### src/core/clk_ctrl_map.svh
`ifndef CLK_CTRL_MAP_SVH
`define CLK_CTRL_MAP_SVH
// Register map and timing constants
`define CLK_CTRL_ADDR        16'hfffb
`define CLK_CTRL_RESET       8'h04
`define CLK_CTRL_STOP_BIT    7
`define CLK_CTRL_FBDIS_BIT   6
`define CLK_CTRL_STATUS_BIT  5
`define CLK_CTRL_SRC_BIT     4
`define CLK_CTRL_ZERO_BIT    3
`define CLK_CTRL_DIV_MSB     2
`define CLK_CTRL_DIV_LSB     0
`define CLK_CTRL_DIV_MAX     3'h4
`define CLK_SUB_FREQ_HZ      32768
`define CLK_SUB_DIV_M1       5'h01
`define CLK_SYNC_STAGES      2
`define CLK_INSTR_CYCLES     2
`endif

### src/core/clk_ctrl_pkg.sv
package clk_ctrl_pkg;
  typedef enum logic [1:0] {
    SW_IDLE,
    SW_WAIT_OLD_LOW,
    SW_WAIT_NEW_LOW
  } switch_state_e;

  typedef logic [7:0]  byte_t;
  typedef logic [15:0] addr_t;
  typedef logic [2:0]  bit_sel_t;
endpackage

### src/core/clk_ctrl_if.sv
`timescale 1ns/1ps
interface clk_ctrl_if;
  logic                 accWrite;     // CPU write strobe
  logic                 accRead;      // CPU read strobe
  logic                 accBitMode;   // Single-bit write when high
  clk_ctrl_pkg::bit_sel_t accBitSel;  // Bit index for single-bit write
  clk_ctrl_pkg::addr_t  accAddr;      // Address
  clk_ctrl_pkg::byte_t  accWdata;     // Write data (bit 0 for bit mode)
  clk_ctrl_pkg::byte_t  accRdata;     // Read data, cycle after read
  logic                 stopInstr;    // STOP instruction executed, pulse
  logic                 stopRelease;  // Standby release, pulse
  logic                 mainOscRun;   // Main oscillator enable
  logic                 subOscRun;    // Subsystem oscillator enable
  logic                 subFbEnable;  // Internal feedback resistor on
  logic                 cpuClkEn;     // One-cycle CPU clock tick
  logic                 instrDone;    // Shortest instruction complete

  modport device (
    input  accWrite, accRead, accBitMode, accBitSel, accAddr, accWdata, stopInstr,
    input  stopRelease,
    output accRdata, mainOscRun, subOscRun, subFbEnable, cpuClkEn, instrDone
  );
  modport host (
    output accWrite, accRead, accBitMode, accBitSel, accAddr, accWdata, stopInstr,
    output stopRelease,
    input  accRdata, mainOscRun, subOscRun, subFbEnable, cpuClkEn, instrDone
  );
endinterface

### src/core/clk_ctrl_device.sv
`timescale 1ns/1ps
`include "clk_ctrl_map.svh"
// Notes on behaviour
// - Main oscillator halts on STOP or stop bit
// - Subsystem oscillator never stops
// - Reset loads control register with 04H
// - Register takes single-bit and byte writes
// - Bit 7 set stops main oscillator
// - Bit 6 set disables sub feedback resistor
// - Bit 5 read-only active source status
// - Source bit and divider pick CPU clock
// - On sub clock, software stops main by bit
// - Feedback disable only when sub unused; the host still accepts a bit write selecting sub while it is disabled
// - Software writes zero to bit 3
// - No stop bit with external main clock
// - Shortest instruction takes two CPU clocks
module clk_ctrl_device (
  input  wire logic clk,        // 20 MHz system clock
  input  wire logic rst,        // Async reset, active high
  input  wire logic mainTick,   // Main oscillator edge, one cycle
  input  wire logic subTick,    // Subsystem oscillator edge, one cycle
  clk_ctrl_if.device bus        // CPU side
);
  logic                 mainOscStop_r;
  logic                 subFeedbackDisable_r;
  logic                 activeSourceStatus_r;
  logic                 cpuSourceSelect_r;
  logic [2:0]           cpuDivider_r;
  logic                 stopMode_r;
  clk_ctrl_pkg::byte_t  rdata_r;
  clk_ctrl_pkg::byte_t  regView;
  clk_ctrl_pkg::byte_t  wrValue;
  clk_ctrl_pkg::switch_state_e swState_r;
  logic                 mainGate_r;
  logic                 subGate_r;
  logic [3:0]           mainPre_r;
  logic                 mainDivTick;
  logic                 subDivTick;
  logic                 instrPhase_r;
  logic                 hit;
  logic [4:0]           subRatioM1;

  // ------------------------------------------------------------
  // Constants
  // ------------------------------------------------------------
  // Reset image of the control register; fields are picked from it
  localparam clk_ctrl_pkg::byte_t resetImage = `CLK_CTRL_RESET;

  assign hit        = bus.accAddr == `CLK_CTRL_ADDR;
  assign subRatioM1 = `CLK_SUB_DIV_M1;

  // ------------------------------------------------------------
  // Register access
  // ------------------------------------------------------------
  always_comb begin
    regView = 8'h0_0;
    regView[`CLK_CTRL_STOP_BIT]   = mainOscStop_r;
    regView[`CLK_CTRL_FBDIS_BIT]  = subFeedbackDisable_r;
    regView[`CLK_CTRL_STATUS_BIT] = activeSourceStatus_r;
    regView[`CLK_CTRL_SRC_BIT]    = cpuSourceSelect_r;
    regView[`CLK_CTRL_DIV_MSB:`CLK_CTRL_DIV_LSB] = cpuDivider_r;
  end

  // Single-bit write is read-modify-write of the whole byte
  always_comb begin
    wrValue = bus.accWdata;
    if (bus.accBitMode) begin
      wrValue = regView;
      wrValue[bus.accBitSel] = bus.accWdata[0];
    end
  end

  always_ff @(posedge clk or posedge rst) begin
    if (rst) begin
      mainOscStop_r        <= resetImage[`CLK_CTRL_STOP_BIT];
      subFeedbackDisable_r <= resetImage[`CLK_CTRL_FBDIS_BIT];
      cpuSourceSelect_r    <= resetImage[`CLK_CTRL_SRC_BIT];
      cpuDivider_r         <= resetImage[`CLK_CTRL_DIV_MSB:`CLK_CTRL_DIV_LSB];
    end else if (bus.accWrite && hit) begin
      // Status and bit 3 are not stored, so writes cannot alter them
      mainOscStop_r        <= wrValue[`CLK_CTRL_STOP_BIT];
      subFeedbackDisable_r <= wrValue[`CLK_CTRL_FBDIS_BIT];
      cpuSourceSelect_r    <= wrValue[`CLK_CTRL_SRC_BIT];
      cpuDivider_r         <= wrValue[`CLK_CTRL_DIV_MSB:`CLK_CTRL_DIV_LSB];
    end
  end

  always_ff @(posedge clk or posedge rst) begin
    if (rst) begin
      rdata_r <= 8'h0_0;
    end else if (bus.accRead && hit) begin
      rdata_r <= regView;
    end else begin
      rdata_r <= 8'h0_0;
    end
  end
  // Zero outside the answer cycle keeps a shared read bus quiet
  assign bus.accRdata = rdata_r;

  // ------------------------------------------------------------
  // Oscillator control
  // ------------------------------------------------------------
  always_ff @(posedge clk or posedge rst) begin
    if (rst) begin
      stopMode_r <= 1'b0;
    end else if (bus.stopInstr) begin
      // A STOP beside a release wins, so standby is never skipped
      stopMode_r <= 1'b1;
    end else if (bus.stopRelease) begin
      stopMode_r <= 1'b0;
    end
  end

  assign bus.mainOscRun  = !(mainOscStop_r || stopMode_r);
  // Sub oscillator has no off switch; only its resistor is controlled
  assign bus.subOscRun   = 1'b1;
  assign bus.subFbEnable = !subFeedbackDisable_r;

  // ------------------------------------------------------------
  // Prescalers
  // ------------------------------------------------------------
  // Prescaler freezes while main is stopped, so a restart resumes in phase
  always_ff @(posedge clk or posedge rst) begin
    if (rst) begin
      mainPre_r <= 4'h0;
    end else if (bus.mainOscRun && mainTick) begin
      mainPre_r <= mainPre_r + 4'h1;
    end
  end

  // Tick when all low divider bits roll over together: ratio 2^div for div up to 4, no tick above 4
  always_comb begin
    mainDivTick = bus.mainOscRun && mainTick;
    case (cpuDivider_r)
      3'h0:    mainDivTick = bus.mainOscRun && mainTick;
      3'h1:    mainDivTick = bus.mainOscRun && mainTick && mainPre_r[0];
      3'h2:    mainDivTick = bus.mainOscRun && mainTick && (&mainPre_r[1:0]);
      3'h3:    mainDivTick = bus.mainOscRun && mainTick && (&mainPre_r[2:0]);
      3'h4:    mainDivTick = bus.mainOscRun && mainTick && (&mainPre_r);
      default: mainDivTick = 1'b0;
    endcase
  end

  // ------------------------------------------------------------
  // Subsystem divider
  // ------------------------------------------------------------
  // Counts source ticks only, so the sub period never depends on clk
  clk_tick_div i_clk_tick_div (
    .clk     (clk),
    .rst     (rst),
    .run     (subTick),
    .ratioM1 (subRatioM1),
    .tick    (subDivTick)
  );

  // ------------------------------------------------------------
  // Source switch
  // ------------------------------------------------------------
  // Old source gate closes on its own tick, or at once if main is the old source and stopped,
  // new opens on its own tick, so no truncated CPU period is ever produced.
  always_ff @(posedge clk or posedge rst) begin
    if (rst) begin
      swState_r            <= clk_ctrl_pkg::SW_IDLE;
      mainGate_r           <= 1'b1;
      subGate_r            <= 1'b0;
      activeSourceStatus_r <= resetImage[`CLK_CTRL_STATUS_BIT];
    end else begin
      case (swState_r)
        clk_ctrl_pkg::SW_IDLE: begin
          if (cpuSourceSelect_r != activeSourceStatus_r) begin
            swState_r <= clk_ctrl_pkg::SW_WAIT_OLD_LOW;
          end
        end
        clk_ctrl_pkg::SW_WAIT_OLD_LOW: begin
          if (activeSourceStatus_r ? subDivTick : (mainDivTick || !bus.mainOscRun)) begin
            mainGate_r <= 1'b0;
            subGate_r  <= 1'b0;
            swState_r  <= clk_ctrl_pkg::SW_WAIT_NEW_LOW;
          end
        end
        clk_ctrl_pkg::SW_WAIT_NEW_LOW: begin
          if (cpuSourceSelect_r ? subDivTick : mainDivTick) begin
            mainGate_r           <= !cpuSourceSelect_r;
            subGate_r            <= cpuSourceSelect_r;
            activeSourceStatus_r <= cpuSourceSelect_r;
            swState_r            <= clk_ctrl_pkg::SW_IDLE;
          end
        end
        default: swState_r <= clk_ctrl_pkg::SW_IDLE;
      endcase
    end
  end

  // Gates change only on a tick or while main is stopped, so no short CPU period leaks out
  assign bus.cpuClkEn = (mainGate_r && mainDivTick) || (subGate_r && subDivTick);

  // ------------------------------------------------------------
  // Instruction timing
  // ------------------------------------------------------------
  always_ff @(posedge clk or posedge rst) begin
    if (rst) begin
      instrPhase_r <= 1'b0;
    end else if (bus.cpuClkEn) begin
      instrPhase_r <= !instrPhase_r;
    end
  end
  // Phase survives a source switch; only reset restarts the pairing
  assign bus.instrDone = bus.cpuClkEn && instrPhase_r;
endmodule

### src/core/clk_tick_div.sv
`timescale 1ns/1ps
`include "clk_ctrl_map.svh"
module clk_tick_div (
  input  wire logic       clk,       // System clock
  input  wire logic       rst,       // Async reset
  input  wire logic       run,       // Source tick, counts when high
  input  wire logic [4:0] ratioM1,   // Divide ratio minus one
  output logic            tick       // One cycle per ratioM1+1 source ticks
);
  logic [4:0] cnt_r;

  always_ff @(posedge clk or posedge rst) begin
    if (rst) begin
      cnt_r <= 5'h0_0;
    end else if (run) begin
      if (cnt_r >= ratioM1) begin
        cnt_r <= 5'h0_0;
      end else begin
        cnt_r <= cnt_r + 5'h0_1;
      end
    end
  end

  assign tick = run && (cnt_r >= ratioM1);
endmodule

### src/flat_wrapper.sv
// flat-port wrapper written by rule: the top's interface ports become plain ports
module clk_ctrl_device_flat 
  (clk, rst, mainTick, subTick, bus_accWrite, bus_accRead, bus_accBitMode, bus_accBitSel, bus_accAddr, bus_accWdata, bus_stopInstr, bus_stopRelease, bus_accRdata, bus_mainOscRun, bus_subOscRun, bus_subFbEnable, bus_cpuClkEn, bus_instrDone);
  clk_ctrl_if bus_i ();
  input  wire logic clk;
  input  wire logic rst;
  input  wire logic mainTick;
  input  wire logic subTick;
  input wire logic [$bits(bus_i.accWrite)-1:0] bus_accWrite;
  input wire logic [$bits(bus_i.accRead)-1:0] bus_accRead;
  input wire logic [$bits(bus_i.accBitMode)-1:0] bus_accBitMode;
  input wire logic [$bits(bus_i.accBitSel)-1:0] bus_accBitSel;
  input wire logic [$bits(bus_i.accAddr)-1:0] bus_accAddr;
  input wire logic [$bits(bus_i.accWdata)-1:0] bus_accWdata;
  input wire logic [$bits(bus_i.stopInstr)-1:0] bus_stopInstr;
  input wire logic [$bits(bus_i.stopRelease)-1:0] bus_stopRelease;
  output wire logic [$bits(bus_i.accRdata)-1:0] bus_accRdata;
  output wire logic [$bits(bus_i.mainOscRun)-1:0] bus_mainOscRun;
  output wire logic [$bits(bus_i.subOscRun)-1:0] bus_subOscRun;
  output wire logic [$bits(bus_i.subFbEnable)-1:0] bus_subFbEnable;
  output wire logic [$bits(bus_i.cpuClkEn)-1:0] bus_cpuClkEn;
  output wire logic [$bits(bus_i.instrDone)-1:0] bus_instrDone;
  assign bus_i.accWrite = bus_accWrite;
  assign bus_i.accRead = bus_accRead;
  assign bus_i.accBitMode = bus_accBitMode;
  assign bus_i.accBitSel = bus_accBitSel;
  assign bus_i.accAddr = bus_accAddr;
  assign bus_i.accWdata = bus_accWdata;
  assign bus_i.stopInstr = bus_stopInstr;
  assign bus_i.stopRelease = bus_stopRelease;
  assign bus_accRdata = bus_i.accRdata;
  assign bus_mainOscRun = bus_i.mainOscRun;
  assign bus_subOscRun = bus_i.subOscRun;
  assign bus_subFbEnable = bus_i.subFbEnable;
  assign bus_cpuClkEn = bus_i.cpuClkEn;
  assign bus_instrDone = bus_i.instrDone;
  clk_ctrl_device u_core (.clk(clk), .rst(rst), .mainTick(mainTick), .subTick(subTick), .bus(bus_i));
endmodule
### config.mk
export PLATFORM = sky130hd
export DESIGN_NAME = clk_ctrl_device_flat
export DESIGN_NICKNAME = d
export VERILOG_FILES = /design/src/core/clk_ctrl_pkg.sv /design/src/core/clk_ctrl_if.sv /design/src/core/clk_ctrl_device.sv /design/src/core/clk_tick_div.sv /design/src/flat_wrapper.sv
export VERILOG_INCLUDE_DIRS = /design/src /design/src/core
export SDC_FILE = /design/constraint.sdc
export NUM_CORES = 1
export LEC_CHECK = 0
export ABC_AREA = 1
export BUFFER_PORTS_ARGS = -buffer_cell sky130_fd_sc_hd__buf_2
export CAP_MARGIN = 30
export CORE_ASPECT_RATIO = 1.5
export CORE_MARGIN = 4
export CORE_UTILIZATION = 32
export DETAILED_ROUTE_END_ITERATION = 12
export PLACE_DENSITY_LB_ADDON = 0.25
export SYNTH_ARGS = -nofsm -noshare
export SYNTH_HDL_FRONTEND = slang
export SYNTH_HIERARCHICAL = 1
export SYNTH_SLANG_ARGS = --single-unit
### constraint.sdc
create_clock -name clk -period 1.94 [get_ports clk]
set_clock_uncertainty 0.1 [all_clocks]
set_input_delay 0.097 -clock clk [delete_from_list [all_inputs] [get_ports clk]]
set_output_delay 0.097 -clock clk [all_outputs]
set_load 0.01 [all_outputs]
### After elaboration in Yosys (flattened, before gate mapping)

Cells that the tools add are included.

| operators by class | value |
|---|---|
| $lt $le $gt $ge | 3 |
| mux-type cells | 20 |
| equal/unequal tests | 11 |
| reduce and logical (&&, ||, !) cells | 29 |
| $add $sub $neg | 2 |

Operators by type and width:

| operator | count |
|---|---|
| == test 16 bit, second input constant | 1 |
| 2-to-1 mux 8 bit | 2 |
| logical AND 1 bit | 12 |
| AND reduction 3 bit | 3 |
| bitwise mux 8 bit | 1 |
| 2-to-1 mux 1 bit | 8 |
| == test 3 x 2 -> 1 bit, second input constant | 2 |
| 2-to-1 mux 2 bit | 3 |
| != test 2 x 1 -> 1 bit, second input constant | 3 |
| one-hot mux 2 bit (3 select lines) | 1 |
| adder 5 x 1 -> 5 bit, second input constant | 1 |
| greater-or-equal comparator 5 x 1 -> 1 bit, second input constant | 1 |
| 2-to-1 mux 5 bit | 1 |
| one-hot mux 1 bit (5 select lines) | 1 |
| adder 4 x 1 -> 4 bit, second input constant | 1 |
| zero test 1 bit | 4 |
| < comparator 3 x 4 -> 1 bit, second input constant | 1 |
| one-hot mux 1 bit (2 select lines) | 2 |
| AND reduction 2 bit | 2 |
| AND reduction 4 bit | 1 |
| nonzero test 2 bit | 2 |
| demux 1 bit (select 3 bit) | 1 |
| == test 3 x 1 -> 1 bit, second input constant | 1 |
| == test 3 bit, second input constant | 1 |
| 7 further kinds | 9 |

| word-level totals | value |
|---|---|
| logic and storage cells | 78 |
| input bits | 36 |
| output and inout port bits | 13 |
| flip-flop bits (word level) | 30 |

### Logic depth before layout (Yosys ltp)

| logic depth | value |
|---|---|
| depth in word-level cells | 9 |
| mapped depth | 14 |
| gate-level depth less buffers | 14 |

### Cells and area by module

The synthesis kept the hierarchy.

By module, submodules not included:

| module | times used | cells each | area an instance (sq um) |
|---|---|---|---|
| clk_ctrl_device | 1 | 177 | 1387.6 |
| clk_tick_div | 1 | 52 | 396.6 |

### Least setup slack after synthesis

Ideal clock, no wire load.

| timing path | value |
|---|---|
| path type | flip-flop to flip-flop |
| start point | register u_core.i_clk_tick_div.cnt_r[2] |
| end point | register u_core.instrPhase_r |
| setup time | 0.137 ns |
| buffers on the path | 0 |
| cell stages (with the launch flop) | 9 |
| period minus slack after synthesis | 1.844 ns |
| data arrival time | 1.607 ns |
| slack | 0.096 ns |
| path through | dfrtp_1 ha_1 nand2_1 nand2_1 nand2_1 a31oi_1 nand2_1 a21boi_0 nor2_1 |

| on the way | value |
|---|---|
| cells in the longest elaborated chain, start to end | 4 |

Ends and longest elaborated chain:

| what | line | RTL |
|---|---|---|
| from (decl) | clk_tick_div.sv:10 | `logic [4:0] cnt_r;` |
| from (signal assigned) | clk_tick_div.sv:19 | `cnt_r <= cnt_r + 5'h0_1;` |
| greater-or-equal comparator 5 x 1 -> 1 bit | clk_tick_div.sv:24 | `assign tick = run && (cnt_r >= ratioM1);` |
| logical AND 1 bit | clk_tick_div.sv:24 |  |
| via u_core.subDivTick | clk_ctrl_device.sv:38 | `logic subDivTick;` |
| logical AND 1 bit | clk_ctrl_device.sv:195 | `assign bus.cpuClkEn = (mainGate_r && mainDivTick) \|\| (subGate_r && subDivTick);` |
| logical OR 1 bit | clk_ctrl_device.sv:195 |  |
| to (signal assigned) | clk_ctrl_device.sv:204 | `instrPhase_r <= !instrPhase_r;` |
| to (decl) | clk_ctrl_device.sv:39 | `logic instrPhase_r;` |

The timed path passes the listed nets, and every way through them passes these cells.
A chain may end at the register's enable or synchronous reset.

### Worst setup path in the final report

| timing path | value |
|---|---|
| start point | register u_core.i_clk_tick_div.cnt_r[4] |
| end point | output bus_instrDone |

| on the way | value |
|---|---|
| cells in the longest elaborated chain, start to end | 5 |

Ends and longest elaborated chain:

| what | line | RTL |
|---|---|---|
| greater-or-equal comparator 5 x 1 -> 1 bit | clk_tick_div.sv:24 |  |
| logical AND 1 bit | clk_tick_div.sv:24 |  |
| via u_core.subDivTick | clk_ctrl_device.sv:38 |  |
| logical AND 1 bit | clk_ctrl_device.sv:195 |  |
| logical OR 1 bit | clk_ctrl_device.sv:195 |  |
| logical AND 1 bit | clk_ctrl_device.sv:208 | `assign bus.instrDone = bus.cpuClkEn && instrPhase_r;` |
| to (decl) | flat_wrapper.sv:22 | `output wire logic [$bits(bus_i.instrDone)-1:0] bus_instrDone;` |

The timed path passes the listed nets, and every way through them passes these cells.

==> qor.log <==
INFO  sta            setup_slack=-0.0913ns
INFO  synth          synth_edf_count=0
INFO  power_and_ir_drop share_comb_of_total_power=42.1%
INFO  critical_path  worst_path_largest_cell_delay=0.41ns
INFO  job            drv.max_cap_violation_count=0
INFO  sta            achievable-frequency=492MHz
INFO  grt            grt_pass1_vias=1,645
INFO  floorplan      placeableCoreArea=5450um2
INFO  grt            grt_pass1_wl=6780um
INFO  synth          synth_seq_area_share=40.8%
INFO  synth          synth_warnings=6
INFO  critical_path  path_cells=ha_4 > nand2_4 > nor2_2 > nand2_1 > a31oi_1 > buf_4 > nand2_4 > a21boi_2 > buf_2
INFO  placed_design  gp_congestion=0.777
INFO  sta            final_min_period_over_clock_period=105%
INFO  critical_path  r2r_cells=11
INFO  synth          post-synth-top-area-fraction=37.9%
INFO  power_and_ir_drop p_int=0.00155W
INFO  floorplan      die-width=69.0um
INFO  worst_hold_path holdCritPathClass=input port to flop
INFO  layout         final_core_utilization=44.4%
INFO  grt            grt_start_max_net_pins=25
INFO  floorplan      num_io_pins=49
INFO  critical_path  path_delay_family=flip-flops
INFO  layout         final_cell_area=2420um2
INFO  synth          post_synth_main_area_contributors=dfrtp_1, nand2_1, ha_1
INFO  clock_tree     root_buffer=clkbuf_8
INFO  floorplan      overall_die_area=6860um2
INFO  synth          netlist_top_cells_count=nand2_1, inv_1, dfrtp_1
INFO  sta            final-hold-violation-count=0
INFO  clock_tree     cts.sink_count=29
INFO  layout         flow.area_growth_from_synthesis=35.8%
INFO  layout         instances_no_fill=372
INFO  critical_path  endpoint_kind=output port
INFO  synth          synthDominantAreaCellType=dfrtp_1
INFO  sta            finalSetupViolCount=7
INFO  drt            drc=0
INFO  power_and_ir_drop static-leakage-power=1.31nW
INFO  layout         antenna_cells=0
INFO  drt            wirelength=3890um
INFO  critical_path  crit_arrival=1.83ns
INFO  drt            drt_first_iter_violations=59
INFO  power_and_ir_drop seq_power_share=35.4%
INFO  layout         layout-drive-gt1-share=31.8%
INFO  drt            drtPass1Iterations=4
INFO  synth          avgSynthCellArea=7.79um2
INFO  synth          ys_dominant_reg_cell=dfrtp_1
INFO  critical_path  cp.buffers_inverters=2
INFO  synth          syn-instance-count=229
INFO  critical_path  critical_path.most_common_cell=nand2_4
INFO  power_and_ir_drop power.density=981nW/um2
INFO  synth          synthesis.area=1780um2
INFO  placed_design  dp_hpwl=2980um
INFO  sta            timing_max_transition_violations_final=0
INFO  grt            grt_remaining_overflow=0
INFO  floorplan      starting_utilization_of_the_core_area=32.7%
INFO  power_and_ir_drop sw_frac_of_total=34.7%
INFO  synth          post_synth_num_cell_types=29
INFO  drt            route.vias.total=1,640
INFO  synth          yosysMostFrequentCell=nand2_1
INFO  power_and_ir_drop clock_power_share=22.5%
INFO  grt            track_usage=12.8%
INFO  critical_path  path_max_fanout=4
INFO  worst_hold_path min_path_cells=2
INFO  run_status     violations=setup timing
INFO  drt            drt-wirelength-per-cell=10.4um
INFO  clock_tree     h-tree-depth=2
INFO  clock_tree     clk_pin_slew_worst_paths=0.06ns
INFO  power_and_ir_drop net-switching-power=0.000824W
INFO  power_and_ir_drop maximum_vdd_drop=0.303mV
INFO  critical_path  worst_path_max_delay_cell=dfrtp_1
INFO  synth          synth-async-reset-ratio=100%
INFO  critical_path  critical_path_cell_count=9
INFO  run_status     run_status=finished with violations
INFO  sta            rsz_0062_raised_after_global_routing=true
INFO  placed_design  detailed_place.area=2120um2
INFO  critical_path  timing.setup.critical_path_class=flop to output port
INFO  clock_tree     cts_tree=built
INFO  critical_path  cp-start-kind=flop
INFO  placed_design  port_buffers=44
INFO  placed_design  place_inst=350
INFO  sta            final_period_minus_worst_setup_slack=2.03ns
INFO  clock_tree     tritoncts.num_buffers=5
INFO  clock_tree     cts.path.max_buffers=2
INFO  grt            number_of_antenna_violations_at_the_first_check_in_global_routing=0
INFO  synth          ys_seq_elements=29
INFO  layout         final_net_count=349
INFO  sta            timing.hold.ws=0.0347ns
INFO  critical_path  cp.required=1.74ns
INFO  drt            drt-vias-per-instance=4.41
INFO  floorplan      die_height=99.5um
INFO  clock_tree     clkLatencyLatePin=0.27ns
INFO  floorplan      num_rows=33
INFO  drt            route.antenna.remaining_nets=0
[cell families (layout without fill, tap and decap cells)]
family | Yosys count | count (layout) | synth area share, %
fa+ha+maj | 12 | 12 | 8.41
xor+xnor | 5 | 5 | 2.45
mux | 1 | 1 | 0.561
buf+inv | 46 | 114 | 11.0
simple gates | 106 | 106 | 26.8
flops | 29 | 29 | 40.8
other cells | 2 | 7 | 0.421
compound gates | 28 | 28 | 9.54
[worst reg2reg max path, delay by kind of cell (launching register included)]
family          cells  cell delay, ns
compound gates      1            0.10
fa+ha+maj           1            0.29
buf+inv             5            0.61
flops               1            0.41
simple gates        4            0.37
[metrics by stage]
stage / setup TNS (ns) / worst slack [ns] / total power (W)
final: -0.354 / -0.0913 / 0.00238
after global routing: -1.22 / -0.179 / 0.00260
after CTS: -0.422 / -0.153 / 0.00227
after floorplan: 0 / 0.0963 / 0.00138
after detailed placement: 0 / 0.0127 / 0.00162
after global placement: 0 / 0.0511 / 0.00160
[power groups by stage]
stage	logic [W]	clock network, W	registers [W]
finish	0.00100	0.000534	0.000842
global route	0.00115	0.000587	0.000864
CTS	0.000879	0.000559	0.000829
detailed placement	0.000791	0	0.000833
global placement	0.000774	0	0.000829
floorplan	0.000550	0	0.000828
[registers in the layout, summed over array words and instances, names as in the netlist]
signal,count
u_core/i_clk_tick_div/cnt_r,5
u_core/stopMode_r,1
u_core/activeSourceStatus_r,1
u_core/subFeedbackDisable_r,1
u_core/subGate_r,1
u_core/mainPre_r,4
u_core/bus.accRdata,7
u_core/swState_r,2
u_core/instrPhase_r,1
u_core/cpuDivider_r,3
u_core/cpuSourceSelect_r,1
u_core/mainGate_r,1
u_core/mainOscStop_r,1
[cell usage in the layout, fill, tap and decap left out, drive strengths merged, types with 4 or more instances in the layout]
cell type and n:
ha 12, nand2 61, xor2 5, o31ai 4
a21oi 9, nor2 17, dfrtp 27, o21ai 9
nand3 18, inv 40, conb 7, clkbuf 7
buf 63, nand4 9
[worst paths after layout]
path | from | endpoint | slack (ns)
max in group asynchronous | rst | u_core/cpuDivider_r[2] | 1.12
hold / removal | subTick | u_core/i_clk_tick_div/cnt_r[3] | 0.03
min in group asynchronous | rst | u_core/i_clk_tick_div/cnt_r[4] | 0.19
hold reg to reg | u_core/cpuDivider_r[2] | u_core/cpuDivider_r[2] | 0.36
setup / recovery | u_core/i_clk_tick_div/cnt_r[4] | bus_instrDone | -0.09
setup reg to reg | u_core/i_clk_tick_div/cnt_r[4] | u_core/i_clk_tick_div/cnt_r[1] | -0.06
[area by class of cell]
| cell class | instances | area, um2 |
|---|---|---|
| Clock inverter | 1 | 5.00 |
| Clock buffer | 7 | 96.3 |
| Timing Repair Buffer | 66 | 393 |
| Multi-Input combinational cell | 159 | 962 |
| Tap cell | 70 | 87.6 |
| Inverter | 40 | 150 |
| Sequential cell | 29 | 728 |
| Fill cell | 583 | 3030 |
[routing by layer]
| metal | vias to the layer above | global-route usage, % | wire length [um] |
|---|---|---|---|
| li1 | 859 | - | - |
| met2 | 43 | 22.2 | 2030 |
| met1 | 733 | 14.4 | 1540 |
| met4 | 0 | 5.41 | 76 |
| met3 | 5 | 3.28 | 237 |
| met5 | - | 0 | 0 |
[repair_timing]
item                                    CTS  global route
endpoints found under the setup margin    4            11
resized for setup                         5            11
buffers inserted                          8             3
hold endpoints to repair                 28             0
hold buffers                              3             0
pin swaps                                10             9
No activity file was read; power rests on OpenSTA's default activity.
